File: src/logic/gwt_pkg.sv
/*
 guard timer package: reset values, unlock bytes, pulse lengths, unlock states.
 assumes: included before every guard timer design file.
*/
`default_nettype none
package gwt_pkg;
   // ----------------------------------------
   // counter and reload
   // ----------------------------------------
   localparam logic [15:0] RELOAD_RST = 16'h0400;
   localparam logic [15:0] CNT_ONE = 16'h0001;
   localparam logic [15:0] CNT_ZERO = 16'h0000;
   // ----------------------------------------
   // timing
   // ----------------------------------------
   localparam int CORE_CLK_HZ = 10_000_000;
   localparam int OSC_TYP_HZ = 10_000;
   // reload counts per millisecond of time-out at the typical rate
   localparam int RELOAD_PER_MS = OSC_TYP_HZ / 1000;
   // core cycles per typical oscillator period
   localparam int OSC_PERIOD_CYC = CORE_CLK_HZ / OSC_TYP_HZ;
   localparam logic [2:0] RST_PULSE_CYC = 3'h4;
   localparam logic [2:0] RST_CNT_ZERO = 3'h0;
   // ----------------------------------------
   // unlock sequence
   // ----------------------------------------
   localparam logic [7:0] UNLOCK_1 = 8'h55;
   localparam logic [7:0] UNLOCK_2 = 8'hAA;
   typedef enum logic [1:0] {
      GWT_LOCKED,
      GWT_GOT_FIRST,
      GWT_OPEN_HIGH,
      GWT_OPEN_LOW
   } gwt_unlock_t;
endpackage : gwt_pkg
`default_nettype wire

File: src/logic/gwt_guard_timer.sv
/*
 guard timer: 16-bit reloadable down-counter ticked by the rc oscillator pin.
 assumes: rc_osc_i is an asynchronous square wave far slower than core_clk_i;
 cpu strobes are one-cycle pulses on core_clk_i; srst_i is power-on reset.
*/
//
// Operation
// counter advances only on synchronised rising edges of the rc oscillator pin
// once running it counts continuously until timeout or refresh
// refresh instruction starts the timer if it is stopped
// always-on option keeps the timer running without any refresh
// oscillator enable low stops all counting
// 16-bit down-counter, reload is high byte above low byte
// timeout in milliseconds equals reload divided by ten at typical rate
// reload resets to 0400 hex
// any 16-bit reload up to FFFF hex is accepted
// first enable loads counter with reload before counting
// counter decrements, reaching zero is a timeout unless refreshed
// refresh reloads counter and counting resumes at once
// debugger active keeps refreshing so no timeout occurs
// timeout answer selectable between short reset and exception
// exception answer requests exception, reloads and keeps counting
// reset answer pulses device reset and sets the reset status flag
// software writes 55 then AA to high, then high then low bytes
// reads of the reload addresses return the live counter
// oscillator edges cross into core clock without loss or duplication
`timescale 1ns/1ps
`default_nettype none
module gwt_guard_timer (
   input wire logic core_clk_i,
   input wire logic srst_i,
   input wire logic rc_osc_i,
   input wire logic guard_osc_enable_i,
   input wire logic always_on_option_i,
   input wire logic timeout_response_option_i,
   input wire logic on_chip_debugger_i,
   input wire logic refresh_i,
   input wire logic wr_high_i,
   input wire logic wr_low_i,
   input wire logic [7:0] wr_data_i,
   input wire logic reset_flag_clear_i,
   output logic [7:0] reload_high_byte_o,
   output logic [7:0] reload_low_byte_o,
   output logic [15:0] reload_o,
   output logic running_o,
   output logic exception_req_o,
   output logic device_reset_o,
   output logic reset_flag_o
);
   // ----------------------------------------
   // state
   // ----------------------------------------
   typedef struct packed {
      gwt_pkg::gwt_unlock_t unlock;
      logic [15:0] reload;
      logic [15:0] count;
      logic running;
      logic exc_req;
      logic [2:0] rst_cnt;
      logic flag;
   } gwt_state_t;
   gwt_state_t s_q;
   gwt_state_t s_d;

   logic osc_rise;
   logic tick;
   logic start;
   logic load;
   logic timeout;

   // ----------------------------------------
   // oscillator crossing
   // ----------------------------------------
   gwt_sync_rise u_sync (
      .core_clk_i(core_clk_i),
      .srst_i(srst_i),
      .async_i(rc_osc_i),
      .rise_o(osc_rise)
   );

   // ----------------------------------------
   // next state
   // ----------------------------------------
   always_comb begin
      s_d = s_q;
      tick = osc_rise & guard_osc_enable_i;
      start = ~s_q.running & (refresh_i | always_on_option_i);
      load = start | (s_q.running & (refresh_i | on_chip_debugger_i));
      timeout = s_q.running & tick & ~load & (s_q.count <= gwt_pkg::CNT_ONE);
      s_d.exc_req = 1'b0;
      if (s_q.rst_cnt != gwt_pkg::RST_CNT_ZERO) begin
         s_d.rst_cnt = s_q.rst_cnt - 3'h1;
      end
      // unlock sequence and reload writes
      case (s_q.unlock)
         gwt_pkg::GWT_LOCKED: begin
            if (wr_high_i && wr_data_i == gwt_pkg::UNLOCK_1) begin
               s_d.unlock = gwt_pkg::GWT_GOT_FIRST;
            end
         end
         gwt_pkg::GWT_GOT_FIRST: begin
            if (wr_high_i) begin
               s_d.unlock = (wr_data_i == gwt_pkg::UNLOCK_2) ?
                  gwt_pkg::GWT_OPEN_HIGH : gwt_pkg::GWT_LOCKED;
            end
         end
         gwt_pkg::GWT_OPEN_HIGH: begin
            if (wr_high_i) begin
               s_d.reload[15:8] = wr_data_i;
               s_d.unlock = gwt_pkg::GWT_OPEN_LOW;
            end
         end
         gwt_pkg::GWT_OPEN_LOW: begin
            if (wr_low_i) begin
               s_d.reload[7:0] = wr_data_i;
               s_d.unlock = gwt_pkg::GWT_LOCKED;
            end
         end
         default: begin
            s_d.unlock = gwt_pkg::GWT_LOCKED;
         end
      endcase
      // counter
      if (start) begin
         s_d.running = 1'b1;
      end
      if (load) begin
         s_d.count = s_q.reload;
      end else if (timeout) begin
         if (timeout_response_option_i) begin
            s_d.rst_cnt = gwt_pkg::RST_PULSE_CYC;
            s_d.flag = 1'b1;
            s_d.reload = gwt_pkg::RELOAD_RST;
            s_d.count = gwt_pkg::RELOAD_RST;
            s_d.running = always_on_option_i;
            s_d.unlock = gwt_pkg::GWT_LOCKED;
         end else begin
            s_d.exc_req = 1'b1;
            s_d.count = s_q.reload;
         end
      end else if (s_q.running && tick) begin
         s_d.count = s_q.count - gwt_pkg::CNT_ONE;
      end
      // status flag, a set in the same cycle beats the clear
      if (reset_flag_clear_i && !(timeout && timeout_response_option_i)) begin
         s_d.flag = 1'b0;
      end
   end

   always_ff @(posedge core_clk_i) begin
      if (srst_i) begin
         s_q.unlock <= gwt_pkg::GWT_LOCKED;
         s_q.reload <= gwt_pkg::RELOAD_RST;
         s_q.count <= gwt_pkg::RELOAD_RST;
         s_q.running <= 1'b0;
         s_q.exc_req <= 1'b0;
         s_q.rst_cnt <= gwt_pkg::RST_CNT_ZERO;
         s_q.flag <= 1'b0;
      end else begin
         s_q <= s_d;
      end
   end

   // ----------------------------------------
   // outputs
   // ----------------------------------------
   assign reload_high_byte_o = s_q.count[15:8];
   assign reload_low_byte_o = s_q.count[7:0];
   assign reload_o = s_q.reload;
   assign running_o = s_q.running;
   assign exception_req_o = s_q.exc_req;
   assign device_reset_o = s_q.rst_cnt != gwt_pkg::RST_CNT_ZERO;
   assign reset_flag_o = s_q.flag;
endmodule : gwt_guard_timer
`default_nettype wire

File: src/logic/gwt_sync_rise.sv
/*
 two-flop synchroniser with rising edge detect for the oscillator pin.
 assumes: the pin is asynchronous to core_clk_i.
*/
`timescale 1ns/1ps
`default_nettype none
module gwt_sync_rise (
   input wire logic core_clk_i,
   input wire logic srst_i,
   input wire logic async_i,
   output logic rise_o
);
   // ----------------------------------------
   // state
   // ----------------------------------------
   typedef struct packed {
      logic meta;
      logic sync;
      logic last;
   } gwt_sync_t;
   gwt_sync_t s_q;
   gwt_sync_t s_d;

   always_comb begin
      s_d = s_q;
      s_d.meta = async_i;
      s_d.sync = s_q.meta;
      s_d.last = s_q.sync;
   end

   always_ff @(posedge core_clk_i) begin
      if (srst_i) begin
         // reset high so a pin already high at release gives no false rise
         s_q <= '1;
      end else begin
         s_q <= s_d;
      end
   end

   assign rise_o = s_q.sync & ~s_q.last;
endmodule : gwt_sync_rise
`default_nettype wire

File: config.mk
export PLATFORM = sky130hd
export DESIGN_NAME = gwt_guard_timer
export DESIGN_NICKNAME = d
export VERILOG_FILES = /design/src/logic/gwt_pkg.sv /design/src/logic/gwt_guard_timer.sv /design/src/logic/gwt_sync_rise.sv
export SDC_FILE = /design/constraint.sdc
export NUM_CORES = 1
export LEC_CHECK = 0
export ABC_CLOCK_PERIOD_IN_PS = 2100
export BUFFER_PORTS_ARGS = -buffer_cell sky130_fd_sc_hd__buf_2
export CORE_MARGIN = 5
export CORE_UTILIZATION = 54
export CTS_BUF_LIST = sky130_fd_sc_hd__clkbuf_16
export DETAILED_ROUTE_END_ITERATION = 10
export PLACE_DENSITY = 0.8
export SLEW_MARGIN = 10
export SYNTH_ARGS = -nofsm -noshare
export SYNTH_HDL_FRONTEND = slang
export SYNTH_SLANG_ARGS = --single-unit
File: constraint.sdc
create_clock -name core_clk_i -period 2.1 [get_ports core_clk_i]
set_input_delay 0.105 -clock core_clk_i [delete_from_list [all_inputs] [get_ports core_clk_i]]
set_output_delay 0.105 -clock core_clk_i [all_outputs]
set_load 0.01 [all_outputs]
==> results.sh <==
export IMPL_num_antenna_cells=0
export IMPL_power_density_nw_per_um2=740
export IMPL_drt_iter0_drc=247
export IMPL_wl_um=6190
export IMPL_p_switching_uw=510
export IMPL_cts_buffer_depth=2
export IMPL_grt_setup_unrepaired="false"
export IMPL_antenna_found_initial=0
export IMPL_syn_num_nets=304
export IMPL_io_buffer_count=54
export IMPL_grt_ovfl_total=0
export IMPL_num_vias=2249
export IMPL_grt_max_degree=22
export IMPL_crit_fanout=10
export IMPL_clock_latency_ps=290
export IMPL_cts_tree="yes"
export IMPL_synthAdderAreaFrac=0.0208
export IMPL_grt_pass1_vias=2101
export IMPL_cts_made_buffers=5
export IMPL_via_per_inst=6.11
export IMPL_drive_gt1_frac=0.304
export IMPL_route_met3_wl_um=503
export IMPL_seq_area_frac_synth=0.358
export IMPL_grtUsageTotal=0.208
export IMPL_drc=0
export IMPL_tns_ps=0
export IMPL_wl_met2_um=3000
export IMPL_cp_arrival_ps=2180
export IMPL_area_growth_pct=14.7
export IMPL_ant_nets=0
export IMPL_critPathCaptureType="register"
export IMPL_layout_commonest_cell="buf_2"
export IMPL_dr_max_layer_used="met4"
export IMPL_die_area_sq_um=5880
export IMPL_internal_power_mw=1.53
export IMPL_first_pass_iters=5
export IMPL_synth_seq_cells=43
export IMPL_initial_utilization=0.556
export IMPL_status="finished, final reports clean"
export IMPL_yosys_warnings=0
export IMPL_syn_inst=281
export IMPL_cp_start_kind="register"
export IMPL_critPathKind="register to register"
export IMPL_worstPathRequired_ps=2320
export IMPL_synthMuxAreaShare=0.0422
export IMPL_synth_ff_type="dfxtp_1"
export IMPL_setup_violations=0
export IMPL_core_sq_um=4320
export IMPL_clock_sinks=43
export IMPL_synthXorXnorAreaFrac=0.0146
export IMPL_cellLeakagePower_nw=1.22
export IMPL_root_buffer="clkbuf_16"
export IMPL_wl_per_cell_um=16.8
export IMPL_hold_viol=0
export IMPL_synth_edf_count=0
export IMPL_synth_cell_types=60
export IMPL_hp_class="primary input to register"
export IMPL_num_rows=24
export IMPL_final_max_slew_viol_count=0
export IMPL_pwr_share_comb=0.131
export IMPL_die_x_um=76.7
export IMPL_die_h_um=76.7
export IMPL_p_seq_frac=0.425
export IMPL_synth_compound_gate_area_share=0.173
export IMPL_clkPwrFrac=0.444
export IMPL_post_cts_buffers=0
export IMPL_dp_hpwl_um=4420
export IMPL_grt_pass1_wl_um=10100
export IMPL_clkTransAtPathRegs_ps=70
export IMPL_synth_top_family_by_area="simple AND/OR/NAND/NOR gates"
export IMPL_fmax_ghz=0.509
export IMPL_htree_levels=2
export IMPL_skew_ps=5.40
export IMPL_switching_share=0.250
export IMPL_layout_common_cells="54 x buf_2, 42 x dfxtp_1, 34 x nand2_1"
export IMPL_slew_headroom=0.640
export IMPL_fin_nets=338
export IMPL_max_cap_viol_count=0
export IMPL_layout_setup_ws_ps=137
export IMPL_n_fill_cell=389
export IMPL_syn_area_sq_um=2400
export IMPL_fin_crit_sh=0.935
export IMPL_m1WireLength_um=2560
export IMPL_post_place_ws_ps=60.8
export IMPL_fin_crit_ps=1960
export IMPL_ios=55
export IMPL_max_vdd_ir_drop_v=0.000667
export IMPL_tightest_slew_ps=539
export IMPL_synthArstFlopShare=0
export IMPL_place_congestion=0.887
export IMPL_yosys_area_share_simple=0.249
export IMPL_avgSynthCellArea_sq_um=8.55
## per-layer routing
| layer | global-route usage | up-vias |
|---|---|---|
| li1 | - | 1051 |
| met1 | 0.260 | 1053 |
| met2 | 0.344 | 128 |
| met3 | 0.0527 | 17 |
| met4 | 0.0752 | 0 |
| met5 | 0 | - |
## worst max-delay path, cell delays in order (launching register included)
cell and delay, ps:
dfxtp_1 390, inv_1 90, ha_1 230, nor2_1 100, and3b_2 270, buf_4 180
a21oi_2 140, buf_4 190, a32oi_1 120, a21oi_1 170
## power groups by stage
stage / logic [mW] / registers (mW) / clock network [mW]
6_report: 0.267 / 0.866 / 0.906
5_1_grt: 0.304 / 0.869 / 0.963
4_1_cts: 0.265 / 0.866 / 0.916
3_5_place_dp: 0.256 / 0.883 / 0
3_3_place_gp: 0.250 / 0.882 / 0
2_1_floorplan: 0.175 / 0.880 / 0
## sequential cells by signal (all words and copies together), names as in the netlist, 2 cells and up
signal	cells
u_sync.s_d	2
reload_low_byte_o	8
reload_high_byte_o	8
s_q	5
reload_o	16
## timing repair
item,4_1_cts,5_1_grt
resized for setup,0,6
setup endpoints to repair,0,17
endpoints found under the hold margin,1,0
hold buffers,1,0
## cells by family (layout without fill, tap and decap cells)
group	after synthesis	in the layout
simple gates	109	109
compound gates	60	60
buf+inv	51	86
flops	43	43
mux	10	10
fa+ha+maj	4	4
xor+xnor	4	4
## cell type report
class | count | area, sq um | area share
Tap cell | 52 | 65.1 | 0.0236
Clock inverter | 3 | 47.5 | 0.0173
Clock buffer | 5 | 125 | 0.0454
Inverter | 7 | 26.3 | 0.00954
Sequential cell | 43 | 862 | 0.313
Multi-Input combinational cell | 187 | 1220 | 0.441
Timing Repair Buffer | 71 | 413 | 0.150
## per-stage QoR
stage	utilization	hold WS (ps)	cells	cell area (sq um)	power (mW)
5_1_grt	0.637	90.6	368	2760	2.14
2_1_floorplan	-	209	281	2400	1.06
3_3_place_gp	0.591	287	359	2560	1.13
4_1_cts	0.634	47.6	368	2740	2.05
3_5_place_dp	0.591	297	359	2560	1.14
6_report	0.637	50.8	368	2760	2.04
## cells in the mapped netlist, types with 2 or more instances
library cell,instances,area [sq um]
a211oi_1,5,37.5
a21oi_1,16,80.1
a22oi_1,4,30.0
a31oi_1,6,37.5
a32oi_1,5,43.8
and2_1,2,12.5
and3b_1,2,17.5
buf_1,2,7.51
buf_4,35,263
buf_6,2,22.5
clkbuf_1,4,15.0
dfxtp_1,43,861
ha_1,4,50.1
inv_1,7,26.3
mux2i_1,9,90.1
nand2_1,34,128
nand2b_1,2,12.5
nand3_1,6,30.0
nand4_1,4,25.0
nand4b_1,2,17.5
nor2_1,23,86.3
nor3_1,9,45.0
nor4bb_1,3,30.0
o21ai_0,9,45.0
or2_2,3,18.8
or3_1,2,12.5
or4_1,3,22.5
xnor2_1,3,26.3
## worst paths after layout
path                             start                    to  slack, ps  depth (start not counted)
setup / recovery  reload_low_byte_o[1]  reload_low_byte_o[2]        140                          9
hold / removal      always_on_option_i             running_o         50                          3
setup reg to reg  reload_low_byte_o[1]  reload_low_byte_o[2]        140                          9
hold reg to reg          u_sync.s_d[1]         u_sync.s_d[0]        430                          1
No activity file was read; power rests on OpenSTA's default activity.
